<file path="config.mk">
export PLATFORM = sky130hd
export DESIGN_NAME = cirx_regs
export DESIGN_NICKNAME = d
export VERILOG_FILES = /design/src/include/cirx_pkg.sv /design/src/verilog/cirx_regs.sv
export SDC_FILE = /design/constraint.sdc
export NUM_CORES = 1
export LEC_CHECK = 0
export BUFFER_PORTS_ARGS = -buffer_cell sky130_fd_sc_hd__buf_2
export CORE_ASPECT_RATIO = 1.2
export CORE_UTILIZATION = 67
export CTS_BUF_LIST = sky130_fd_sc_hd__clkbuf_4
export CTS_CLUSTER_DIAMETER = 100
export DETAILED_ROUTE_END_ITERATION = 8
export GPL_ROUTABILITY_DRIVEN = 0
export HOLD_SLACK_MARGIN = 0.02
export PLACE_DENSITY = 0.86
export SYNTH_ARGS = -nofsm -noshare
export SYNTH_HDL_FRONTEND = slang
export SYNTH_SLANG_ARGS = --single-unit
</file>
<file path="constraint.sdc">
create_clock -name CLK -period 9.7 [get_ports CLK]
set_clock_uncertainty 0.1 [all_clocks]
set_input_delay 0.97 -clock CLK [delete_from_list [all_inputs] [get_ports CLK]]
set_output_delay 0.97 -clock CLK [all_outputs]
set_load 0.02 [all_outputs]
</file>
<file path="src/include/cirx_pkg.sv">
// shared constants of the infrared receiver register bank
package cirx_pkg;
    // register offsets within a bank
    localparam logic [2:0] OFF_RX_BUFFER = 3'h0;
    localparam logic [2:0] OFF_IRQ_ENABLE = 3'h1;
    localparam logic [2:0] OFF_IRQ_STATUS = 3'h2;
    localparam logic [2:0] OFF_CONTROL = 3'h3;
    localparam logic [2:0] OFF_LINE_ERROR = 3'h5;
    localparam logic [2:0] OFF_TIMER_LOW = 3'h0;
    localparam logic [2:0] OFF_TIMER_HIGH = 3'h1;
    // bank codes
    localparam logic [1:0] BANK_ZERO = 2'h0;
    localparam logic [1:0] BANK_ONE = 2'h1;
    // field positions
    localparam int BIT_GLOBAL_GATE = 7;
    localparam int BIT_TIMER_FLAG = 2;
    localparam int BIT_LINE_FLAG = 1;
    localparam int BIT_LEVEL_FLAG = 0;
    localparam int BIT_BANK_LO = 6;
    localparam int BIT_TRIG_LO = 4;
    localparam int BIT_READBACK = 3;
    localparam int BIT_TIMER_RUN = 2;
    localparam int BIT_FIFO_CLEAR = 1;
    localparam int BIT_TIMER_CLK = 0;
    localparam int BIT_TIMEOUT = 2;
    localparam int BIT_OVERRUN = 1;
    localparam int BIT_DATA_READY = 0;
    // value after reset and mask of writable irq enable bits
    localparam logic [7:0] RESET_BYTE = 8'h00;
    localparam logic [7:0] ENABLE_MASK = 8'h87;
    // trigger levels in bytes
    localparam logic [4:0] TRIG_LEVEL_0 = 5'h01;
    localparam logic [4:0] TRIG_LEVEL_1 = 5'h04;
    localparam logic [4:0] TRIG_LEVEL_2 = 5'h08;
    localparam logic [4:0] TRIG_LEVEL_3 = 5'h0e;
    // idle time before a receive time-out, in ns, and its cycle count at 100 MHz
    localparam int CLK_PERIOD_NS = 10;
    localparam int RX_TIMEOUT_NS = 10000;
    localparam int RX_TIMEOUT_CYCLES = RX_TIMEOUT_NS / CLK_PERIOD_NS;
    localparam int RX_FIFO_DEPTH = 8;
endpackage

</file>
<file path="src/verilog/cirx_regs.sv">
// infrared receiver register bank with its receive fifo
// Contract
// - sampled infrared bytes enter the receive buffer; host cannot write it.
// - host fetches bytes by programmed reads only; no dma path exists.
// - irq enable, irq status and control registers reset to zero.
// - irq enable bit 7 gates every interrupt onto the output.
// - enable bits: 2 timer, 1 line error, 0 receive level; 6..3 reserved.
// - status bit 2 sets when a running, enabled timer expires at a count of one.
// - status bit 1 sets on line errors; clears when line error register read.
// - status bit 0 sets at level at or over threshold, or time-out below it.
// - status bit 0 clears when buffer reads drop level under threshold.
// - offset 3 holds bank select bits 7:6 in every bank.
// - control bits 5:4 pick threshold of 1, 4, 8 or 14 bytes.
// - control bit 3 makes timer reads return reload values, not live count.
// - control bit 2 runs the timer; clearing it stops it.
// - control bit 1 resets the fifo counters and clears itself.
// - data ready reads 1 while data waits, 0 once empty.
// - time-out bit sets on fifo time-out and clears when read.
`timescale 1ns/10ps

module cirx_fifo #(
    parameter int WIDTH = 8,
    parameter int DEPTH = 8
) (
    input wire logic clk,
    input wire logic reset_n,
    input wire logic clear,
    input wire logic in_valid,
    output logic in_ready,
    input wire logic [WIDTH-1:0] in_data,
    output logic out_valid,
    input wire logic out_ready,
    output logic [WIDTH-1:0] out_data,
    output logic [$clog2(DEPTH+1)-1:0] level
);
    localparam int AW = $clog2(DEPTH);
    localparam int LW = $clog2(DEPTH+1);
    logic [WIDTH-1:0] mem [DEPTH];
    logic [AW-1:0] wr_ptr;
    logic [AW-1:0] rd_ptr;
    logic push;
    logic pop;
    logic [LW-1:0] next_level;
    assign push = in_valid && in_ready && !clear;
    assign pop = out_valid && out_ready && !clear;
    assign out_data = mem[rd_ptr];
    // flags held in flops so ready never ripples back combinationally
    always_comb
    begin
        next_level = level;
        if (push && !pop)
            next_level = level + LW'(1);
        else if (pop && !push)
            next_level = level - LW'(1);
    end
    // storage has no reset; only the pointers matter
    always_ff @(posedge clk)
    begin
        if (push)
            mem[wr_ptr] <= in_data;
    end
    // pointers wrap; depth is assumed a power of two
    always_ff @(posedge clk or negedge reset_n)
    begin
        if (!reset_n)
        begin
            wr_ptr <= '0;
            rd_ptr <= '0;
            level <= '0;
            in_ready <= 1'b1;
            out_valid <= 1'b0;
        end
        else if (clear)
        begin
            wr_ptr <= '0;
            rd_ptr <= '0;
            level <= '0;
            in_ready <= 1'b1;
            out_valid <= 1'b0;
        end
        else
        begin
            if (push)
                wr_ptr <= wr_ptr + AW'(1);
            if (pop)
                rd_ptr <= rd_ptr + AW'(1);
            level <= next_level;
            in_ready <= (next_level != LW'(DEPTH));
            out_valid <= (next_level != '0);
        end
    end
endmodule

module cirx_regs #(
    parameter int DEPTH = cirx_pkg::RX_FIFO_DEPTH,
    parameter int TIMEOUT_CYCLES = cirx_pkg::RX_TIMEOUT_CYCLES
) (
    input wire logic CLK,
    input wire logic RESET_N,
    input wire logic [2:0] ADDR,
    input wire logic RD,
    input wire logic WR,
    input wire logic [7:0] WR_DATA,
    output logic [7:0] RD_DATA,
    output logic IRQ,
    input wire logic RX_VALID,
    input wire logic [7:0] RX_DATA,
    output logic RX_READY,
    input wire logic PARITY_ERR,
    input wire logic STOP_ERR,
    input wire logic SILENT_ERR
);
    import cirx_pkg::*;
    localparam int LW = $clog2(DEPTH+1);
    logic [7:0] irq_enable;
    logic [2:0] irq_status;
    logic [1:0] bank_choice;
    logic [1:0] rx_fifo_trigger_level;
    logic timer_readback_test;
    logic timer_run;
    logic rx_fifo_clear;
    logic timer_clock_select;
    logic [7:0] timer_reload_low;
    logic [7:0] timer_reload_high;
    logic [15:0] timer_count;
    logic timer_expire;
    logic timer_run_q;
    logic overrun;
    logic rx_timeout_flag;
    logic [31:0] idle_count;
    logic timeout_hit;
    logic fifo_valid;
    logic fifo_ready;
    logic [7:0] fifo_data;
    logic [LW-1:0] level;
    logic [LW-1:0] threshold;
    logic pop;
    logic bank0;
    logic rd_line;
    logic line_event;
    logic [7:0] next_rd_data;
    logic [LW-1:0] next_level;
    assign bank0 = (bank_choice == BANK_ZERO);
    assign pop = RD && bank0 && (ADDR == OFF_RX_BUFFER) && fifo_valid;
    assign rd_line = RD && bank0 && (ADDR == OFF_LINE_ERROR);
    assign RX_READY = fifo_ready;
    // a byte offered while the fifo is full is not taken and counts as overrun
    assign overrun = RX_VALID && !fifo_ready;
    assign line_event = overrun || PARITY_ERR || STOP_ERR || SILENT_ERR;
    // level after this edge, so a pop at the threshold drops the level flag at once
    assign next_level = rx_fifo_clear ? LW'(0) : level + LW'(RX_VALID && fifo_ready) - LW'(pop);
    // receive bytes only enter from the sampler side
    cirx_fifo #(.WIDTH(8), .DEPTH(DEPTH)) u_fifo (
        .clk(CLK),
        .reset_n(RESET_N),
        .clear(rx_fifo_clear),
        .in_valid(RX_VALID),
        .in_ready(fifo_ready),
        .in_data(RX_DATA),
        .out_valid(fifo_valid),
        .out_ready(pop),
        .out_data(fifo_data),
        .level(level)
    );

    // threshold decode; 14 is out of reach with a shallow fifo
    always_comb
    begin
        case (rx_fifo_trigger_level)
            2'h0: threshold = LW'(TRIG_LEVEL_0);
            2'h1: threshold = LW'(TRIG_LEVEL_1);
            2'h2: threshold = LW'(TRIG_LEVEL_2);
            default: threshold = LW'(TRIG_LEVEL_3);
        endcase
    end

    // irq enable register, reserved bits held at zero
    always_ff @(posedge CLK or negedge RESET_N)
    begin
        if (!RESET_N)
            irq_enable <= RESET_BYTE;
        else if (WR && bank0 && ADDR == OFF_IRQ_ENABLE)
            irq_enable <= WR_DATA & ENABLE_MASK;
    end

    // control and bank select, the clear bit lasts one cycle
    always_ff @(posedge CLK or negedge RESET_N)
    begin
        if (!RESET_N)
        begin
            bank_choice <= 2'h0;
            rx_fifo_trigger_level <= 2'h0;
            timer_readback_test <= 1'b0;
            timer_run <= 1'b0;
            rx_fifo_clear <= 1'b0;
            timer_clock_select <= 1'b0;
        end
        else
        begin
            rx_fifo_clear <= 1'b0;
            if (WR && ADDR == OFF_CONTROL)
            begin
                bank_choice <= WR_DATA[BIT_BANK_LO+:2];
                rx_fifo_trigger_level <= WR_DATA[BIT_TRIG_LO+:2];
                timer_readback_test <= WR_DATA[BIT_READBACK];
                timer_run <= WR_DATA[BIT_TIMER_RUN];
                rx_fifo_clear <= WR_DATA[BIT_FIFO_CLEAR];
                timer_clock_select <= WR_DATA[BIT_TIMER_CLK];
            end
        end
    end

    // timer reload values live in bank one
    always_ff @(posedge CLK or negedge RESET_N)
    begin
        if (!RESET_N)
        begin
            timer_reload_low <= RESET_BYTE;
            timer_reload_high <= RESET_BYTE;
        end
        else if (WR && bank_choice == BANK_ONE)
        begin
            if (ADDR == OFF_TIMER_LOW)
                timer_reload_low <= WR_DATA;
            if (ADDR == OFF_TIMER_HIGH)
                timer_reload_high <= WR_DATA;
        end
    end

    // down counter reloads on start and on each expiry at a count of one, so one flag per expiry
    assign timer_expire = timer_run && timer_run_q && (timer_count == 16'h0001);
    always_ff @(posedge CLK or negedge RESET_N)
    begin
        if (!RESET_N)
        begin
            timer_count <= 16'h0000;
            timer_run_q <= 1'b0;
        end
        else
        begin
            timer_run_q <= timer_run;
            if (timer_run && (!timer_run_q || timer_expire))
                timer_count <= {timer_reload_high, timer_reload_low};
            else if (timer_run && timer_count != 16'h0000)
                timer_count <= timer_count - 16'h0001;
        end
    end

    // idle counter restarts on every fifo access; held at zero while empty
    assign timeout_hit = fifo_valid && (idle_count == 32'(TIMEOUT_CYCLES - 1));
    always_ff @(posedge CLK or negedge RESET_N)
    begin
        if (!RESET_N)
            idle_count <= 32'h0000_0000;
        else if (!fifo_valid || pop || (RX_VALID && fifo_ready) || rx_fifo_clear)
            idle_count <= 32'h0000_0000;
        else if (idle_count != 32'(TIMEOUT_CYCLES))
            idle_count <= idle_count + 32'h0000_0001;
    end

    // sticky time-out bit, a new time-out beats the read clear
    always_ff @(posedge CLK or negedge RESET_N)
    begin
        if (!RESET_N)
            rx_timeout_flag <= 1'b0;
        else if (timeout_hit)
            rx_timeout_flag <= 1'b1;
        else if (rd_line)
            rx_timeout_flag <= 1'b0;
    end

    // status flags; in every case the set wins over the clear
    always_ff @(posedge CLK or negedge RESET_N)
    begin
        if (!RESET_N)
            irq_status <= 3'h0;
        else
        begin
            if (timer_expire && irq_enable[BIT_TIMER_FLAG])
                irq_status[BIT_TIMER_FLAG] <= 1'b1;
            else if (RD && bank0 && ADDR == OFF_IRQ_STATUS)
                irq_status[BIT_TIMER_FLAG] <= 1'b0;
            if (line_event)
                irq_status[BIT_LINE_FLAG] <= 1'b1;
            else if (rd_line)
                irq_status[BIT_LINE_FLAG] <= 1'b0;
            if (next_level >= threshold || (timeout_hit && level < threshold))
                irq_status[BIT_LEVEL_FLAG] <= 1'b1;
            else if (pop && next_level < threshold)
                irq_status[BIT_LEVEL_FLAG] <= 1'b0;
        end
    end

    // interrupt output, registered so it stays glitch free
    always_ff @(posedge CLK or negedge RESET_N)
    begin
        if (!RESET_N)
            IRQ <= 1'b0;
        else
            IRQ <= irq_enable[BIT_GLOBAL_GATE] && |(irq_status & irq_enable[2:0]);
    end

    // read mux; unmapped offsets read zero
    always_comb
    begin
        next_rd_data = 8'h00;
        if (ADDR == OFF_CONTROL)
            next_rd_data = {bank_choice, rx_fifo_trigger_level, timer_readback_test, timer_run,
                            1'b0, timer_clock_select};
        else if (bank0)
        begin
            case (ADDR)
                OFF_RX_BUFFER: next_rd_data = fifo_valid ? fifo_data : 8'h00;
                OFF_IRQ_ENABLE: next_rd_data = irq_enable;
                OFF_IRQ_STATUS: next_rd_data = {5'h00, irq_status};
                OFF_LINE_ERROR: next_rd_data = {5'h00, rx_timeout_flag, overrun, fifo_valid};
                default: next_rd_data = 8'h00;
            endcase
        end
        else if (bank_choice == BANK_ONE)
        begin
            case (ADDR)
                OFF_TIMER_LOW: next_rd_data = timer_readback_test ? timer_reload_low : timer_count[7:0];
                OFF_TIMER_HIGH: next_rd_data = timer_readback_test ? timer_reload_high : timer_count[15:8];
                default: next_rd_data = 8'h00;
            endcase
        end
    end

    // read data is captured on the read strobe and held until the next read
    always_ff @(posedge CLK or negedge RESET_N)
    begin
        if (!RESET_N)
            RD_DATA <= 8'h00;
        else if (RD)
            RD_DATA <= next_rd_data;
    end
endmodule
</file>
# Word level (Yosys, flattened, before mapping)
# Memories as Yosys holds them, arrays and structs flattened.
# Index checks and enable logic that the tools add are counted.
# totals
reg_bits,102
in_bits,27
ram_bits,64
n_memories,1
# classes
n_eq_ne,11
addsub,8
order_cmp,3
n_reduce_logical,55
n_mux,33
bitwise_logic,1
# memory_table
memory,words,word_bits,read_ports,rd_ports_with_merged_regs,write_ports,line,text
u_fifo.mem,8,8,1,0,1,cirx_regs.sv:38,logic [WIDTH-1:0] mem [DEPTH];
# op_table
operator,count
32-bit two-way mux,2
8-bit two-way mux,6
32-bit by 1-bit adder with 32-bit output (second input constant),1
32-bit by 10-bit == test with 1-bit output (second input constant),1
16-bit two-way mux,2
32-bit by 10-bit != test with 1-bit output (second input constant),1
8-bit case mux with 4 select lines,1
1-bit logical AND,25
16-bit by 1-bit == test with 1-bit output (second input constant),1
4-bit two-way mux,4
8-bit case mux with 2 select lines,1
16-bit nonzero test,1
2-bit nonzero test,8
16-bit by 1-bit subtractor with 16-bit output (second input constant),1
1-bit two-way mux,12
3-bit two-way mux,4
4-bit case mux with 3 select lines,1
1-bit logical OR,8
4-bit less-than comparator,2
3-bit by 1-bit adder with 3-bit output (second input constant),2
3-bit by 2-bit == test with 1-bit output (second input constant),2
1-bit logical NOT,6
4-bit by 1-bit adder with 4-bit output,1
4-bit by 1-bit adder with 4-bit output (second input constant),1
14 further kinds,17

# Longest topological paths before layout
# depth
ltp_word,11
ltp_mapped,13

# Modules after synthesis
# From an unflattened synthesis, not the netlist that was laid out.
# unflattened
cells_unflattened,700
hier_area_um2,8394.3
# modules_own_cells
module,area_per_inst_um2,n_inst,seq_area_each_um2,cells_per_inst
cirx_regs,5208.7,1,2252.2,524
cirx_fifo,3185.6,1,2223.4,176

# Least setup slack after synthesis
# No wires, ideal clock.
# synth_path
kind,input port to flip-flop
startpoint,input ADDR[1]
endpoint,register irq_status[0]
setup_ns,0.135
path_slack_ns,5.953
arrival_ns,3.512
required_time_ns,9.465
stages,13
path_buffers,0
cell_sequence,nor3_1 nand4_2 inv_2 ha_1 inv_1 ha_1 fa_1 nor2b_1 ha_1 a21o_1 a21o_1 a221oi_1 o31ai_1
# synth_via
elab_chain_len,8
word_cells_on_any_way,11
cone_classes,add/sub (1); order compare (2); mux (2); reduce/logical (6)
# synth_rtl
element,line,text
"start, declared",cirx_regs.sv:100,"input wire logic [2:0] ADDR,"
3-bit logical NOT *,cirx_regs.sv:144,assign pop = RD && bank0 && (ADDR == OFF_RX_BUFFER) && fifo_valid;
1-bit logical AND * (2 in series),cirx_regs.sv:144,
4-bit by 1-bit subtractor with 4-bit output,cirx_regs.sv:151,assign next_level = rx_fifo_clear ? LW'(0) : level + LW'(RX_VALID && fifo_ready) - LW'(pop);
4-bit two-way mux,cirx_regs.sv:151,
4-bit greater-or-equal comparator or 4-bit less-than comparator (tied branches),"cirx_regs.sv:287, cirx_regs.sv:289",
1-bit logical OR or 1-bit logical AND (tied branches),"cirx_regs.sv:287, cirx_regs.sv:289",
1-bit two-way mux or 2-bit nonzero test (tied branches),n/a,
"end signal, assigned by index",cirx_regs.sv:286,irq_status[BIT_LINE_FLAG] <= 1'b0;
"end signal, assigned by index",cirx_regs.sv:288,irq_status[BIT_LEVEL_FLAG] <= 1'b1;
"end signal, assigned by index",cirx_regs.sv:290,irq_status[BIT_LEVEL_FLAG] <= 1'b0;
"end, declared",cirx_regs.sv:116,logic [2:0] irq_status;
# Every way passes the cells marked *; elsewhere a longest branch is shown, timed or not.
# A chain may end at the register's enable or synchronous reset.

# Worst setup path in the final report
# Same ends and word-level chain as after synthesis.

==> impl_metrics.ini <==
[route]
drt-wirelength-per-cell_um = 19.4
wl_mm = 17.8
antenna_left = 0
drt_iter0_drc = 580
via_count = 5822
drc_errors = 0
via_per_inst = 6.36
first_pass_iters = 6

[synth]
syn_area_um2 = 8300
ys_warn_count = 0
syn_area_per_cell_um2 = 11.7
async_reset_ff_frac = 0.614
syn_nets = 758
yosysSeqAreaShare = 0.539
synth_edf_count = 64
syn-instance-count = 708
synth.distinct_cells = 69
ys_seq_elements = 166
synthFlopType = dfrtp_1

[clock_network]
cts_resized = 0
cts_tree = built
clock_latency_ns = 0.57
cts_buffers = 17
cts_sinks = 166
htreeDepth = 4
post_cts_buffers = 0
holdBufCountCts = 0
root_buffer = clkbuf_4
clockBufferDepth = 2
cts.reportedPaths.clkPinSlew_ns = 0.14

[timing]
grt_setup_unrepaired = no
drv_slew = 0
finalHoldViolCount = 0
max_slew.worst_pin.slew_ns = 1.06
max_clock_freq_mhz = 274
setup_tns_ns = 0
fin_crit_sh = 0.376
setup_viol = 0
fin_crit_ns = 3.65
slew_headroom = 0.294

[floorplan]
die_y_um = 124
die_w_um = 104
pin_count = 37
num_rows = 44
die-area_um2 = 12800
initial_core_util = 0.685
coreArea_um2 = 12100

[worst_setup_path]
start_kind = primary input
rr_startpoint = bank_choice[0]$_DFFE_PN0P_
ff2ff_path_depth = 13
rr_endpoint = irq_status[0]$_DFFE_PN0P_
critPathKind = primary input to flop
cp.required_ns = 10.05
crit_fanout = 12
rrSetupSlack_ns = 6.09
crit_arrival_ns = 4.00
endpoint_kind = flop

[grt]
grt_pass1_wl_mm = 29.1
grt_max_degree = 81
overflow = 0
antenna_found_initial = 1
grt_use_total = 0.299
grt_pass1_vias = 5738

[job]
max_cap_violations = 0

[layout]
drive_gt1_frac = 0.187
utilization = 0.734
fin_cells = 916
finalNetCount = 791
syn2layout_area_growth_pct = 7.07

[hold_path]
hold_path_class = primary input to async pin

[power]
p_leak_nw = 3.50
ir_drop_v = 0.000189
power.density_nw_per_um2 = 234

[placement]
dp.cells = 883
port_buffers = 36
dp_hpwl_mm = 12.8

[status]
status = complete, no violations
synth_stat cells, types with 5 or more instances:
| cell type | n | area share |
|---|---|---|
| mux2i_1 | 27 | 0.033 |
| nand3_1 | 23 | 0.014 |
| nor4_1 | 15 | 0.011 |
| ha_1 | 22 | 0.033 |
| mux2_2 | 31 | 0.042 |
| buf_2 | 10 | 0.0060 |
| nor2_1 | 73 | 0.033 |
| nor2b_1 | 6 | 0.0045 |
| edfxtp_1 | 64 | 0.23 |
| nand2b_1 | 8 | 0.0060 |
| dfrtp_1 | 101 | 0.30 |
| or3_1 | 12 | 0.0090 |
| nand4_1 | 10 | 0.0075 |
| clkbuf_1 | 14 | 0.0063 |
| xnor2_1 | 23 | 0.024 |
| nor3_1 | 12 | 0.0072 |
| xor2_1 | 20 | 0.021 |
| o21ai_0 | 24 | 0.014 |
| inv_1 | 28 | 0.013 |
| nand2_1 | 50 | 0.023 |
| o22ai_1 | 8 | 0.0060 |
| o31ai_1 | 6 | 0.0054 |
| and3_1 | 7 | 0.0053 |
| a211oi_1 | 5 | 0.0045 |
| mux4_2 | 16 | 0.043 |
| a21oi_1 | 20 | 0.012 |
layout by cell type, fill, tap and decap left out, types with 3 or more instances in the layout:
cell / instances
a211oi_1: 5
a21o_1: 3
a21oi_1: 20
a221oi_1: 4
a31oi_1: 3
and3_1: 7
buf_2: 35
buf_4: 6
clkbuf_4: 18
clkinv_4: 3
dfrtp_1: 101
edfxtp_1: 64
ha_1: 22
inv_1: 28
inv_6: 6
mux2_2: 31
mux2i_1: 27
mux4_2: 16
nand2_1: 50
nand2b_1: 8
nand3_1: 23
nand4_1: 10
nor2_1: 73
nor2b_1: 6
nor3_1: 12
nor4_1: 15
o2111ai_1: 3
o211ai_1: 3
o21ai_0: 24
o22ai_1: 8
o311ai_0: 3
o31ai_1: 6
or2_2: 3
or3_1: 12
or3b_2: 3
or4_1: 4
xnor2_1: 23
xor2_1: 20
final cells by class:
| type | instances | area (um^2) |
|---|---|---|
| Antenna cell | 1 | 2.50 |
| Multi-Input combinational cell | 486 | 3610 |
| Fill cell | 801 | 3220 |
| Sequential cell | 166 | 4480 |
| Inverter | 29 | 109 |
| Clock inverter | 14 | 135 |
| Clock buffer | 18 | 135 |
| Tap cell | 161 | 201 |
| Timing Repair Buffer | 41 | 220 |
per-stage QoR:
stage	cell area (um^2)	power (mW)	hold WS, ns	setup WS (ns)
finish	8890	2.08	0.171	6.05
floorplan	8300	1.50	0.278	5.95
detailed placement	8620	1.71	0.382	5.49
global route	8890	2.21	0.153	5.84
global placement	8620	1.66	0.354	5.60
CTS	8890	2.09	0.143	6.11
sequential cells by signal (all words and copies together), names as in the netlist, 2 cells and up:
register               cells
RD_DATA                    8
bank_choice                2
idle_count                32
irq_enable                 4
irq_status                 3
rx_fifo_trigger_level      2
timer_count               16
timer_reload_high          8
timer_reload_low           8
u_fifo.level               4
u_fifo.mem                64
u_fifo.rd_ptr              3
u_fifo.wr_ptr              3
critical path, stage by stage:
cell and delay, ns:
buf_2 0.16, nor3_1 0.30, nand4_2 0.25, inv_2 0.24
ha_1 0.27, inv_1 0.06, ha_1 0.18, fa_1 0.41
nor2b_1 0.14, ha_1 0.30, a21o_1 0.15, a21o_1 0.18
a221oi_1 0.26, o31ai_1 0.11
cells by family after synthesis:
family,Yosys count,synth area share
XOR/XNOR,43,0.0454
AND/OR/NAND/NOR,245,0.153
buffers and inverters,56,0.0268
flip-flops,166,0.539
adder cells (fa/ha/maj),24,0.0368
multiplexers,74,0.118
AO/OA/AOI/OAI,100,0.0808
routing by layer:
| layer | share of wire | GRT usage | up-vias |
|---|---|---|---|
| li1 | - | - | 2671 |
| met5 | 0 | 0 | - |
| met4 | 0.034 | 0.150 | 0 |
| met2 | 0.52 | 0.528 | 226 |
| met3 | 0.050 | 0.0549 | 53 |
| met1 | 0.40 | 0.355 | 2872 |
worst max path at each step:
stage / startpoint / cells past startpoint / endpoint / slack [ns]
final: ADDR[1] / 14 / irq_status[0]$_DFFE_PN0P_ / 6.05
after CTS: ADDR[1] / 14 / irq_status[0]$_DFFE_PN0P_ / 6.11
after detailed placement: ADDR[1] / 14 / irq_status[0]$_DFFE_PN0P_ / 5.49
after floorplan: ADDR[1] / 13 / irq_status[0]$_DFFE_PN0P_ / 5.95
after global routing: bank_choice[0]$_DFFE_PN0P_ / 13 / irq_status[0]$_DFFE_PN0P_ / 5.84
after global placement: ADDR[1] / 14 / irq_status[0]$_DFFE_PN0P_ / 5.60
power breakdown:
group | leakage (nW) | internal [mW] | switching [mW] | total (mW)
clock | 0.146 | 0.116 | 0.265 | 0.381
sequential | 1.90 | 0.868 | 0.179 | 1.05
combinational | 1.46 | 0.306 | 0.350 | 0.656
total | 3.50 | 1.29 | 0.794 | 2.08
Power figures use the tool's default switching activity.
